--- src/common/pesc_pkg.sv ---
// constants and carrier types for the event, status and converter control registers
package pesc_pkg;

   // -------------------------------------------------
   // register offsets
   // -------------------------------------------------
   localparam logic [7:0] EVT_OFS  = 8'h00;
   localparam logic [7:0] STAT_OFS = 8'h02;
   localparam logic [7:0] MASK_OFS = 8'h03;
   localparam logic [7:0] PIN_OFS  = 8'h04;
   localparam logic [7:0] CONV_OFS = 8'h05;
   localparam logic [7:0] CFG_OFS  = 8'h06;

   // -------------------------------------------------
   // values after reset and writable bits
   // -------------------------------------------------
   localparam logic [7:0] EVT_RST      = 8'h00;
   localparam logic [7:0] MASK_RST     = 8'h7C;
   localparam logic [7:0] PIN_RST      = 8'h00;
   localparam logic [7:0] CONV_RST     = 8'h58;
   localparam logic [7:0] CFG_RST      = 8'h00;
   localparam logic [7:0] EVT_WMASK    = 8'hDC;
   localparam logic [7:0] MASK_WMASK   = 8'h5C;
   localparam logic [7:0] CONV_WMASK   = 8'hDF;
   localparam logic [7:0] CFG_WMASK    = 8'h33;

   // -------------------------------------------------
   // field positions
   // -------------------------------------------------
   localparam int BIT_OT       = 7;
   localparam int BIT_SUV      = 6;
   localparam int BIT_OC       = 4;
   localparam int BIT_OV       = 3;
   localparam int BIT_UV       = 2;
   localparam int BIT_RUN      = 0;
   localparam int BIT_EN       = 7;
   localparam int BIT_RANGE    = 6;
   localparam int BIT_DIS_OFF  = 5;
   localparam int BIT_DIS_FLT  = 4;
   localparam int VCODE_LSB    = 0;
   localparam int LIM_LSB      = 0;
   localparam int FN_LSB       = 0;
   localparam int REL_LSB      = 4;
   localparam int REL_SRC_BIT  = 3;
   localparam logic [4:0] VCODE_MAX = 5'h1A;

   // -------------------------------------------------
   // output pin functions
   // -------------------------------------------------
   localparam logic [3:0] FN_RST_PULSE = 4'h1;
   localparam logic [3:0] FN_PG_LOW    = 4'h2;
   localparam logic [3:0] FN_PG_HIGH   = 4'h3;
   localparam logic [3:0] FN_EVENT     = 4'h4;
   localparam logic [3:0] FN_FORCE_LOW = 4'h8;
   localparam logic [3:0] FN_FORCE_HIZ = 4'h9;

   // -------------------------------------------------
   // release timing
   // -------------------------------------------------
   localparam int unsigned CLK_FREQ_HZ   = 50_000_000;
   localparam int unsigned PULSE_UNIT_MS = 8;
   localparam int unsigned UNIT_CYCLES   = PULSE_UNIT_MS * (CLK_FREQ_HZ / 1000);
   localparam int          PRESC_W       = 19;
   localparam int          SYNC_W        = 7;

   // -------------------------------------------------
   // carriers
   // -------------------------------------------------
   typedef struct packed {
      logic       wr;
      logic       rd;
      logic [7:0] addr;
      logic [7:0] wdata;
   } pesc_reg_req_t;

   typedef struct packed {
      logic overtemp;
      logic supply_lockout;
      logic overcurrent;
      logic overvolt;
      logic undervolt;
      logic conv_running;
      logic conv_fault_off;
   } pesc_fault_t;

   // number of 8 ms units for a release code: 1,2,4,6,...,14
   function automatic logic [3:0] release_units(input logic [2:0] code);
      release_units = (code == 3'h0) ? 4'h1 : {code, 1'b0};
   endfunction

endpackage

--- src/core/pesc_regs.sv ---
// event, status, mask, output pin and converter control register bank
// ----------------------------------------------------------------------
// Notes on behaviour
// - overtemperature always sets event bit 7
// - supply lockout sets bit 6 unless masked
// - overcurrent sets bit 4 when enabled, unmasked
// - overvoltage sets bit 3 when enabled, unmasked
// - undervoltage sets bit 2 when enabled, unmasked
// - flags stay until written one; reset zero
// - status register mirrors live detector states
// - status bit 0 shows converter actually running
// - masks gate flags only; reset 0x7C
// - mask bits 6,4,3,2 match event bits
// - codes 0-7 release after converter enable
// - codes 8-F release after linear regulator enable
// - function field picks pin behaviour
// - range bit frozen while converter enabled
// - range bit selects low or high range
// - voltage codes above 0x1A clamp to 0x1A
// - discharge when disabled unless bit 5 set
// - discharge on fault-off unless bit 4 set
// - peak limit field passed to converter
// - event mode pulls pin low on flags except bit 7
// - reset mode holds pin low until release
// ----------------------------------------------------------------------
`timescale 1ns/1ps
module pesc_regs #(
   parameter int unsigned UNIT_CYCLES = pesc_pkg::UNIT_CYCLES
) (
   input  wire logic                    clk_i,
   input  wire logic                    sys_rst_i,
   input  wire pesc_pkg::pesc_reg_req_t reg_req_i,
   output logic [7:0]                   reg_rdata_o,
   input  wire pesc_pkg::pesc_fault_t   fault_pins_i,
   input  wire logic                    linear_reg_enable_i,
   output logic                         conv_enable_o,
   output logic                         conv_range_sel_o,
   output logic [4:0]                   conv_voltage_code_o,
   output logic [1:0]                   peak_limit_sel_o,
   output logic                         conv_discharge_ctrl_o,
   output logic                         general_output_pin_o,
   output logic                         general_output_pin_oe_o
);

   // ----------------------------------------------------------------
   // storage
   // ----------------------------------------------------------------
   logic [7:0]            evt_r;
   logic [7:0]            mask_r;
   logic [7:0]            pin_r;
   logic [7:0]            conv_r;
   logic [7:0]            cfg_r;
   logic [7:0]            evt_nxt;
   logic [7:0]            mask_nxt;
   logic [7:0]            pin_nxt;
   logic [7:0]            conv_nxt;
   logic [7:0]            cfg_nxt;
   logic [7:0]            rdata_nxt;
   logic [7:0]            stat_val;
   logic [7:0]            set_vec;
   logic [7:0]            clr_vec;
   logic [7:0]            conv_wmask;
   pesc_pkg::pesc_fault_t live;
   logic                  wr_evt;
   logic                  wr_mask;
   logic                  wr_pin;
   logic                  wr_conv;
   logic                  wr_cfg;
   logic                  conv_en;
   logic [3:0]            pin_fn;
   logic [3:0]            rel_code;
   logic                  rel_src;
   logic                  pulse_active;
   logic                  any_event;
   logic                  pin_oe_nxt;
   logic                  discharge_nxt;
   logic [4:0]            vcode_nxt;

   // ----------------------------------------------------------------
   // detector pins into the clock domain
   // ----------------------------------------------------------------
   pesc_pin_sync #(
      .WIDTH (pesc_pkg::SYNC_W)
   ) u_sync (
      .clk_i     (clk_i),
      .sys_rst_i (sys_rst_i),
      .async_i   (fault_pins_i),
      .sync_o    (live)
   );

   // ----------------------------------------------------------------
   // write decode
   // ----------------------------------------------------------------
   assign wr_evt  = reg_req_i.wr && (reg_req_i.addr == pesc_pkg::EVT_OFS);
   assign wr_mask = reg_req_i.wr && (reg_req_i.addr == pesc_pkg::MASK_OFS);
   assign wr_pin  = reg_req_i.wr && (reg_req_i.addr == pesc_pkg::PIN_OFS);
   assign wr_conv = reg_req_i.wr && (reg_req_i.addr == pesc_pkg::CONV_OFS);
   assign wr_cfg  = reg_req_i.wr && (reg_req_i.addr == pesc_pkg::CFG_OFS);

   assign conv_en  = conv_r[pesc_pkg::BIT_EN];
   assign pin_fn   = pin_r[pesc_pkg::FN_LSB +: 4];
   assign rel_code = pin_r[pesc_pkg::REL_LSB +: 4];
   assign rel_src  = rel_code[pesc_pkg::REL_SRC_BIT];

   // ----------------------------------------------------------------
   // event flag set and clear
   // ----------------------------------------------------------------
   always_comb begin
      set_vec = 8'h00;
      set_vec[pesc_pkg::BIT_OT]  = live.overtemp;
      set_vec[pesc_pkg::BIT_SUV] = live.supply_lockout
                                   & ~mask_r[pesc_pkg::BIT_SUV];
      set_vec[pesc_pkg::BIT_OC]  = live.overcurrent & conv_en
                                   & ~mask_r[pesc_pkg::BIT_OC];
      set_vec[pesc_pkg::BIT_OV]  = live.overvolt & conv_en
                                   & ~mask_r[pesc_pkg::BIT_OV];
      set_vec[pesc_pkg::BIT_UV]  = live.undervolt & conv_en
                                   & ~mask_r[pesc_pkg::BIT_UV];
   end

   // write one clears, a new event in the same cycle wins
   assign clr_vec = wr_evt ? (reg_req_i.wdata & pesc_pkg::EVT_WMASK) : 8'h00;
   assign evt_nxt = ((evt_r & ~clr_vec) | set_vec) & pesc_pkg::EVT_WMASK;

   // ----------------------------------------------------------------
   // control register next values
   // ----------------------------------------------------------------
   assign mask_nxt = wr_mask ? (reg_req_i.wdata & pesc_pkg::MASK_WMASK) : mask_r;
   assign pin_nxt  = wr_pin ? reg_req_i.wdata : pin_r;
   assign cfg_nxt  = wr_cfg ? (reg_req_i.wdata & pesc_pkg::CFG_WMASK) : cfg_r;

   // range bit writable only while the converter is off
   assign conv_wmask = conv_en ? (pesc_pkg::CONV_WMASK & ~(8'h01 << pesc_pkg::BIT_RANGE))
                               : pesc_pkg::CONV_WMASK;
   assign conv_nxt   = wr_conv ? ((reg_req_i.wdata & conv_wmask) | (conv_r & ~conv_wmask))
                               : conv_r;

   // ----------------------------------------------------------------
   // status and read mux
   // ----------------------------------------------------------------
   always_comb begin
      stat_val = 8'h00;
      stat_val[pesc_pkg::BIT_OT]  = live.overtemp;
      stat_val[pesc_pkg::BIT_SUV] = live.supply_lockout;
      stat_val[pesc_pkg::BIT_OC]  = live.overcurrent;
      stat_val[pesc_pkg::BIT_OV]  = live.overvolt;
      stat_val[pesc_pkg::BIT_UV]  = live.undervolt;
      stat_val[pesc_pkg::BIT_RUN] = live.conv_running;
   end

   // unmapped offsets read as zero
   always_comb begin
      case (reg_req_i.addr)
         pesc_pkg::EVT_OFS:  rdata_nxt = evt_r;
         pesc_pkg::STAT_OFS: rdata_nxt = stat_val;
         pesc_pkg::MASK_OFS: rdata_nxt = mask_r;
         pesc_pkg::PIN_OFS:  rdata_nxt = pin_r;
         pesc_pkg::CONV_OFS: rdata_nxt = conv_r;
         pesc_pkg::CFG_OFS:  rdata_nxt = cfg_r;
         default:            rdata_nxt = 8'h00;
      endcase
   end

   // ----------------------------------------------------------------
   // reset pulse release timing
   // ----------------------------------------------------------------
   pesc_release_timer #(
      .UNIT_CYCLES (UNIT_CYCLES)
   ) u_timer (
      .clk_i          (clk_i),
      .sys_rst_i      (sys_rst_i),
      .src_en_i       (rel_src ? linear_reg_enable_i : conv_en),
      .units_i        (pesc_pkg::release_units(rel_code[2:0])),
      .pulse_active_o (pulse_active)
   );

   // ----------------------------------------------------------------
   // output pin function
   // ----------------------------------------------------------------
   assign any_event = evt_r[pesc_pkg::BIT_SUV] | evt_r[pesc_pkg::BIT_OC]
                    | evt_r[pesc_pkg::BIT_OV] | evt_r[pesc_pkg::BIT_UV];

   // enable high means the pin is pulled low
   always_comb begin
      case (pin_fn)
         pesc_pkg::FN_RST_PULSE: pin_oe_nxt = pulse_active;
         pesc_pkg::FN_PG_LOW:    pin_oe_nxt = ~live.supply_lockout;
         pesc_pkg::FN_PG_HIGH:   pin_oe_nxt = live.supply_lockout;
         pesc_pkg::FN_EVENT:     pin_oe_nxt = any_event;
         pesc_pkg::FN_FORCE_LOW: pin_oe_nxt = 1'b1;
         pesc_pkg::FN_FORCE_HIZ: pin_oe_nxt = 1'b0;
         default:                pin_oe_nxt = 1'b0;
      endcase
   end

   // ----------------------------------------------------------------
   // converter controls
   // ----------------------------------------------------------------
   assign discharge_nxt = (~conv_en & ~cfg_r[pesc_pkg::BIT_DIS_OFF])
                        | (conv_en & live.conv_fault_off
                           & ~cfg_r[pesc_pkg::BIT_DIS_FLT]);
   assign vcode_nxt = (conv_r[pesc_pkg::VCODE_LSB +: 5] > pesc_pkg::VCODE_MAX)
                    ? pesc_pkg::VCODE_MAX : conv_r[pesc_pkg::VCODE_LSB +: 5];

   // ----------------------------------------------------------------
   // registers
   // ----------------------------------------------------------------
   always_ff @(posedge clk_i) begin
      if (sys_rst_i) begin
         evt_r  <= pesc_pkg::EVT_RST;
         mask_r <= pesc_pkg::MASK_RST;
         pin_r  <= pesc_pkg::PIN_RST;
         conv_r <= pesc_pkg::CONV_RST;
         cfg_r  <= pesc_pkg::CFG_RST;
      end else begin
         evt_r  <= evt_nxt;
         mask_r <= mask_nxt;
         pin_r  <= pin_nxt;
         conv_r <= conv_nxt;
         cfg_r  <= cfg_nxt;
      end
   end

   // registered outputs
   always_ff @(posedge clk_i) begin
      if (sys_rst_i) begin
         reg_rdata_o             <= 8'h00;
         conv_enable_o           <= 1'b0;
         conv_range_sel_o        <= pesc_pkg::CONV_RST[pesc_pkg::BIT_RANGE];
         conv_voltage_code_o     <= pesc_pkg::CONV_RST[pesc_pkg::VCODE_LSB +: 5];
         peak_limit_sel_o        <= 2'h0;
         conv_discharge_ctrl_o   <= 1'b1;
         general_output_pin_o    <= 1'b0;
         general_output_pin_oe_o <= 1'b0;
      end else begin
         reg_rdata_o             <= reg_req_i.rd ? rdata_nxt : reg_rdata_o;
         conv_enable_o           <= conv_en;
         conv_range_sel_o        <= conv_r[pesc_pkg::BIT_RANGE];
         conv_voltage_code_o     <= vcode_nxt;
         peak_limit_sel_o        <= cfg_r[pesc_pkg::LIM_LSB +: 2];
         conv_discharge_ctrl_o   <= discharge_nxt;
         general_output_pin_o    <= 1'b0;
         general_output_pin_oe_o <= pin_oe_nxt;
      end
   end
endmodule

--- src/core/pesc_pin_sync.sv ---
// three-stage synchroniser with agreement filter for detector pins
`timescale 1ns/1ps
module pesc_pin_sync #(
   parameter int WIDTH = pesc_pkg::SYNC_W
) (
   input  wire logic             clk_i,
   input  wire logic             sys_rst_i,
   input  wire logic [WIDTH-1:0] async_i,
   output logic      [WIDTH-1:0] sync_o
);

   logic [WIDTH-1:0] s1_r;
   logic [WIDTH-1:0] s2_r;
   logic [WIDTH-1:0] s3_r;
   logic [WIDTH-1:0] sync_nxt;

   // take each bit only where stages two and three agree
   assign sync_nxt = (s2_r & s3_r) | (sync_o & (s2_r | s3_r));

   // shift chain
   always_ff @(posedge clk_i) begin
      if (sys_rst_i) begin
         s1_r   <= '0;
         s2_r   <= '0;
         s3_r   <= '0;
         sync_o <= '0;
      end else begin
         s1_r   <= async_i;
         s2_r   <= s1_r;
         s3_r   <= s2_r;
         sync_o <= sync_nxt;
      end
   end

endmodule

--- src/core/pesc_release_timer.sv ---
// reset pulse release timer counting 8 ms units after an enable rises
`timescale 1ns/1ps
module pesc_release_timer #(
   parameter int unsigned UNIT_CYCLES = pesc_pkg::UNIT_CYCLES
) (
   input  wire logic       clk_i,
   input  wire logic       sys_rst_i,
   input  wire logic       src_en_i,
   input  wire logic [3:0] units_i,
   output logic            pulse_active_o
);

   localparam logic [pesc_pkg::PRESC_W-1:0] PRESC_LAST =
      pesc_pkg::PRESC_W'(UNIT_CYCLES - 1);

   logic                        src_d_r;
   logic                        running_r;
   logic [pesc_pkg::PRESC_W-1:0] presc_r;
   logic [3:0]                  unit_r;
   logic                        tick;
   logic                        rise;
   logic                        last_unit;

   // one-cycle enable every unit, units counted up to the selected delay
   assign rise      = src_en_i & ~src_d_r;
   assign tick      = running_r & (presc_r == PRESC_LAST);
   assign last_unit = tick & ((unit_r + 4'h1) >= units_i);

   // pulse stays high until the delay has run with the enable held
   always_ff @(posedge clk_i) begin
      if (sys_rst_i) begin
         src_d_r        <= 1'b0;
         running_r      <= 1'b0;
         presc_r        <= '0;
         unit_r         <= 4'h0;
         pulse_active_o <= 1'b1;
      end else begin
         src_d_r <= src_en_i;
         if (!src_en_i || rise) begin
            running_r      <= src_en_i;
            presc_r        <= '0;
            unit_r         <= 4'h0;
            pulse_active_o <= 1'b1;
         end else if (running_r) begin
            presc_r <= tick ? '0 : presc_r + 1'b1;
            if (tick) begin
               unit_r <= unit_r + 4'h1;
            end
            if (last_unit) begin
               running_r      <= 1'b0;
               pulse_active_o <= 1'b0;
            end
         end
      end
   end

endmodule

--- config.mk ---
export PLATFORM = sky130hd
export DESIGN_NAME = pesc_regs
export DESIGN_NICKNAME = d
export VERILOG_FILES = /design/src/common/pesc_pkg.sv /design/src/core/pesc_regs.sv /design/src/core/pesc_pin_sync.sv /design/src/core/pesc_release_timer.sv
export SDC_FILE = /design/constraint.sdc
export NUM_CORES = 1
export LEC_CHECK = 0
export ABC_AREA = 1
export BUFFER_PORTS_ARGS = -buffer_cell sky130_fd_sc_hd__buf_2
export CAP_MARGIN = 20
export CORE_ASPECT_RATIO = 0.75
export CORE_MARGIN = 2
export CORE_UTILIZATION = 30
export DETAILED_ROUTE_END_ITERATION = 7
export SYNTH_ARGS = -nofsm -noshare
export SYNTH_HDL_FRONTEND = slang
export SYNTH_SLANG_ARGS = --single-unit
--- constraint.sdc ---
create_clock -name clk_i -period 1.6 [get_ports clk_i]
set_input_delay 0.4 -clock clk_i [delete_from_list [all_inputs] [get_ports clk_i]]
set_output_delay 0.4 -clock clk_i [all_outputs]
set_load 0.05 [all_outputs]
Yosys cells after proc, flatten, opt, wreduce, memory -nomap -nowiden
Index checks and enable logic that the tools add are counted.
Word-level totals
  bits in registers: 106
  input port bits: 28
  output and inout bits: 20
  logic and storage cells: 99
Operators by class
  add/subtract/negate cells: 2
  order comparisons: 2
  equality and inequality tests: 11
  mux-type cells: 11
  bitwise operators: 37
  reductions and logical operators: 13
Operators by type and width (count)
  8-bit case mux with 6 select lines: 1
  8-bit bitwise AND: 3
  8-bit by 3-bit == test with 1-bit output, second input constant: 3
  19-bit by 1-bit adder with 19-bit output, second input constant: 1
  19-bit == test, second input constant: 1
  19-bit two-way mux: 1
  8-bit by 2-bit == test with 1-bit output, second input constant: 2
  8-bit inverter: 2
  8-bit OR: 2
  7-bit bitwise AND: 2
  7-bit OR: 2
  1-bit bitwise AND: 13
  1-bit inverter: 9
  4-bit by 2-bit == test with 1-bit output, second input constant: 2
  8-bit zero test: 1
  8-bit two-way mux: 1
  7-bit two-way mux: 1
  5-bit greater-than comparator, second input constant: 1
  1-bit logical AND: 5
  1-bit case mux with 5 select lines: 1
  4-bit by 1-bit adder with 4-bit output, second input constant: 1
  4-bit by 1-bit == test with 1-bit output, second input constant: 1
  4-bit by 3-bit == test with 1-bit output, second input constant: 1
  4-bit == test, second input constant: 1
  10 further kinds: 18

Longest topological paths before layout
  depth in word-level cells: 7
  gate-level depth with buffers: 9
  gate-level depth less buffers: 9

Hierarchy
Synthesis repeated with hierarchy kept, for this count alone.
Second synthesis, totals
  cell total of the unflattened synthesis: 588
  area total of the unflattened synthesis: 4411.7 um^2
Modules (own cells, without submodules)
  pesc_regs: times used 1, cells each 279, area each 2103.3 um^2, sequential area each 960.9 um^2
  pesc_release_timer: times used 1, cells each 215, area each 1467.7 um^2, sequential area each 520.5 um^2
  pesc_pin_sync: times used 1, cells each 94, area each 840.8 um^2, sequential area each 560.5 um^2

Worst setup path after synthesis
No wires, ideal clock.
  kind: reg-to-reg
  start: reg u_timer.unit_r[0]
  end: reg u_timer.running_r
  library setup time: 0.124 ns
  data arrival time: 1.361 ns
  data required time: 1.476 ns
  path slack: 0.115 ns
  cell stages (with the launch flop): 10
  buffers on the path: 0
  period minus slack after synthesis: 1.485 ns
  path through: dfxtp_1 -> ha_1 -> ha_1 -> inv_1 -> o21bai_1 -> nand3_1 -> nand3_1 -> nand2_1 -> nand2_1 -> a21boi_0
On the way
  longest elaborated chain between the ends: 6
Ends and longest elaborated chain
  start, declared: line pesc_release_timer.sv:19  | logic [3:0] unit_r;
  start signal, assigned: line pesc_release_timer.sv:47  | unit_r <= unit_r + 4'h1;
  4-bit by 1-bit adder with 4-bit output: line pesc_release_timer.sv:27  | assign last_unit = tick & ((unit_r + 4'h1) >= units_i);
  4-bit >= comparator: line pesc_release_timer.sv:27
  1-bit bitwise AND: line pesc_release_timer.sv:27
  1-bit two-way mux: line pesc_release_timer.sv:49  | if (last_unit) begin
  1-bit two-way mux: line pesc_release_timer.sv:44  | end else if (running_r) begin
  1-bit two-way mux: line pesc_release_timer.sv:39  | if (!src_en_i || rise) begin
  end signal, assigned: line pesc_release_timer.sv:40  | running_r <= src_en_i;
  end, declared: line pesc_release_timer.sv:17  | logic running_r;
No other way between the ends.
A chain may end at the register's enable or synchronous reset.

Worst setup path in the final report
  start: reg u_timer.presc_r[0] (netlist name)
  end: reg u_timer.unit_r[3]
On the way
  longest elaborated chain between the ends: 3
Ends and longest elaborated chain
  start, declared: line pesc_release_timer.sv:18  | logic [pesc_pkg::PRESC_W-1:0] presc_r;
  start signal, assigned: line pesc_release_timer.sv:45  | presc_r <= tick ? '0 : presc_r + 1'b1;
  19-bit == test: line pesc_release_timer.sv:26  | assign tick = running_r & (presc_r == PRESC_LAST);
  1-bit bitwise AND: line pesc_release_timer.sv:26
  2-bit AND reduction (no line)
No other way between the ends.

==> summary.md <==
| Metric | Value |
|---|---|
| Hold Path Depth | 3 |
| Syn avg cell area | 7.525 sq um |
| Initial antenna violation count | 1 |
| CP max FO | 5 |
| RSZ-0062 raised after global routing | true |
| DRT iter0 DRCs | 226 |
| Cell Pwr Density | 934.4 nW/um^2 |
| Max H-tree Level | 3 |
| GRT overflow | 0 |
| Leak pwr | 2.222 nW |
| Clk_skew | 0.009805 ns |
| Final min period | 1.507 ns |
| Total power | 0.004846 W |
| DRC | 0 |
| FMAX | 663.5 MHz |
| CP Capture Type | flip-flop |
| Vias per std cell | 4.630 |
| Status | finished, final reports clean |
| Number of I/O port buffers | 46 |
| Share of post-route cells with drive strength above 1 | 18.81% |
| Post-synthesis net count | 599 |
| Pre-antenna DRT Iters | 4 |
| Cts bufs inserted | 9 |
| Final period util | 94.19% |
| Fillers | 1434 |
| Ys Warns | 0 |
| Synth area leader | dfxtp_1 |
| Critical Path RT | 1.89 ns |
| Drt wl/cell | 12.62 microns |
| Synth Register Bits | 102 |
| Core Region | 13800 sq um |
| Dpl hpwl | 7689 microns |
| Placed insts | 794 |
| Final Non-Filler Cells | 813 |
| First-pass GRT wire length | 16640 microns |
| Most common library cells after synthesis | dfxtp_1, nand2_1, nor2_1 |
| Seq/Total Area, Yosys | 48.03% |
| CP startpoint kind | flip-flop |
| Leading register cell type out of synthesis | dfxtp_1 |
| Initial core utilization | 30.82% |
| Final slew viol count | 0 |
| Layout area overhead | 21.98% |
| Reg clk slew, reported paths | 0.07 ns |
| Fin nets | 667 |
| Most frequent cell after synthesis | dfxtp_1 |
| I/O pins | 48 |
| Place WS | -0.02297 ns |
| CTS Sinks | 102 |
| Cell area after synthesis | 4252 sq um |
| EDFF count, synth | 0 |
| Die Span X | 141.5 microns |
| Gpl congestion | 0.9093 |
| CTS tree | yes |
| GRT Util Overall | 14.00% |
| Total number of vias | 3764 |
| Final wirelength | 10260 microns |
| Setup CP Type | flip-flop to flip-flop |
| Mapped Cells | 565 |
| Largest net degree at the start of global routing | 40 |
| Chip Height | 107.1 microns |
| Hold buffer count at cts | 0 |
| Final ANT Viol Nets | 0 |
| Inserted Diodes | 0 |
| Worst setup margin | 0.09290 ns |
| Maxcap violations | 0 |
| Peak VDD IR | 400.3 uV |
| Clk_lat worst skew | 0.36 ns |
| Yosys top cell area share | 48.03% |
| WP data arrival | 1.80 ns |
| Async SR Flop Fraction | 0% |
| Vias in the first global route | 3417 |
| Die Area | 15150 sq um |
| Synth unique cells | 35 |
| Row count | 37 |
| Final Hold Fails | 0 |
| # setup viols final | 0 |
| Root buffer cell | clkbuf_16 |
| Hold WC Path Type | input port to flip-flop |
| Worst r2r path cells | 9 |
| Synth area leaders | dfxtp_1, nand2_1, nor2_1 |
| CTS Buffer Depth | 2 |
-- per-stage QoR --
step	area, sq um	hold WS (ns)	TNS (ns)	util, %
final	5186	0.2420	0	37.59
after global routing	5186	0.2389	-0.1150	37.59
after CTS	5104	0.2315	0	36.99
after detailed placement	4806	0.3927	-0.04855	34.84
after global placement	4806	0.3906	0	34.84
after floorplan	4252	0.3883	0	-
-- layout make-up --
class,count,area (sq um),share of cell area [%]
tap,175,219.0,4.222
sequential,102,2051,39.54
clock inverter,7,55.05,1.062
timing repair buffer,71,430.4,8.299
clock buffer,9,225.2,4.343
multi-input combinational,373,1921,37.03
inverter,76,285.3,5.501
-- timing repair --
item,CTS,global route
cloned,0,0
buffers inserted,2,1
pin swaps,1,3
resized for setup,2,18
setup endpoints to repair,3,22
-- flip-flops by register name, indices dropped and copies added, names as in the netlist, 5 cells and up, named ones only --
signal               cells
conv_voltage_code_o      5
evt_r                    5
pin_r                    8
u_sync.s1_r              7
mask_r                   5
reg_rdata_o              8
u_sync.s3_r              7
u_sync.s2_r              7
u_timer.presc_r         19
conv_r                   6
u_sync.sync_o            7
-- kinds of logic after synthesis --
group / count (synthesis) / synth area share [%]
simple gates: 259 / 27.28
flops: 102 / 48.03
compound gates: 100 / 12.98
buf+inv: 90 / 8.416
xor+xnor: 7 / 1.442
fa+ha+maj: 6 / 1.766
other cells: 1 / 0.08820
-- cell usage in the layout (no fill, tap or decap), types with 2 or more instances in the layout --
cell type	synthesis	final
a31oi_1	2	2
inv_2	4	5
nor2_4	6	8
clkbuf_16	0	9
nand3_2	0	2
o21ai_1	0	3
buf_2	4	46
dfxtp_4	0	2
nand4_1	4	4
nand3b_1	2	2
nand2_2	2	2
ha_1	6	2
dfxtp_1	102	99
nor2_1	85	85
clkinv_2	0	2
or2_2	3	3
o21ai_0	40	37
a211oi_1	2	2
nand2_1	88	88
a21oi_2	1	2
xor2_1	7	7
ha_4	0	3
inv_6	0	2
nand3_1	53	51
a21oi_1	40	39
buf_4	2	24
o21bai_1	4	4
nor3_1	10	9
inv_1	72	71
o211ai_1	7	7
-- worst max-delay path, cell delays in order (launching register included) --
cell and delay, ns:
dfxtp_1 0.35, ha_2 0.21, nand3_1 0.10, nor3_2 0.13, nand2_1 0.11, nor2_4 0.19, buf_4 0.14, buf_4 0.10
nor2_1 0.03, nor2_1 0.09
-- layer usage --
layer	vias to the layer above	GRT usage [%]	share of wire, %
li1	1960	-	-
met1	1691	19.66	52
met2	99	20.21	40
met3	12	4.154	6.6
met4	2	5.143	1.6
met5	-	0	0.13
-- power by group --
group | total, W | internal [W] | leakage [nW] | switching, W
registers | 0.00257 | 0.00256 | 0.828 | 0.0000109
logic | 0.000195 | 0.0000654 | 1.26 | 0.000129
clock network | 0.00208 | 0.00107 | 0.138 | 0.00101
-- path summary, 6_finish.rpt --
path                                                      start                             end  slack [ns]
worst max-delay path            u_timer.presc_r[0]$_SDFFE_PP0P_  u_timer.unit_r[3]$_SDFFE_PP0P_        0.09
worst min-delay path                            fault_pins_i[6]       u_sync.s1_r[6]$_SDFF_PP0_        0.24
worst max register to register  u_timer.presc_r[0]$_SDFFE_PP0P_  u_timer.unit_r[3]$_SDFFE_PP0P_        0.09
worst min register to register        u_sync.s1_r[2]$_SDFF_PP0_       u_sync.s2_r[2]$_SDFF_PP0_        0.40
No activity file was read; power rests on OpenSTA's default activity.
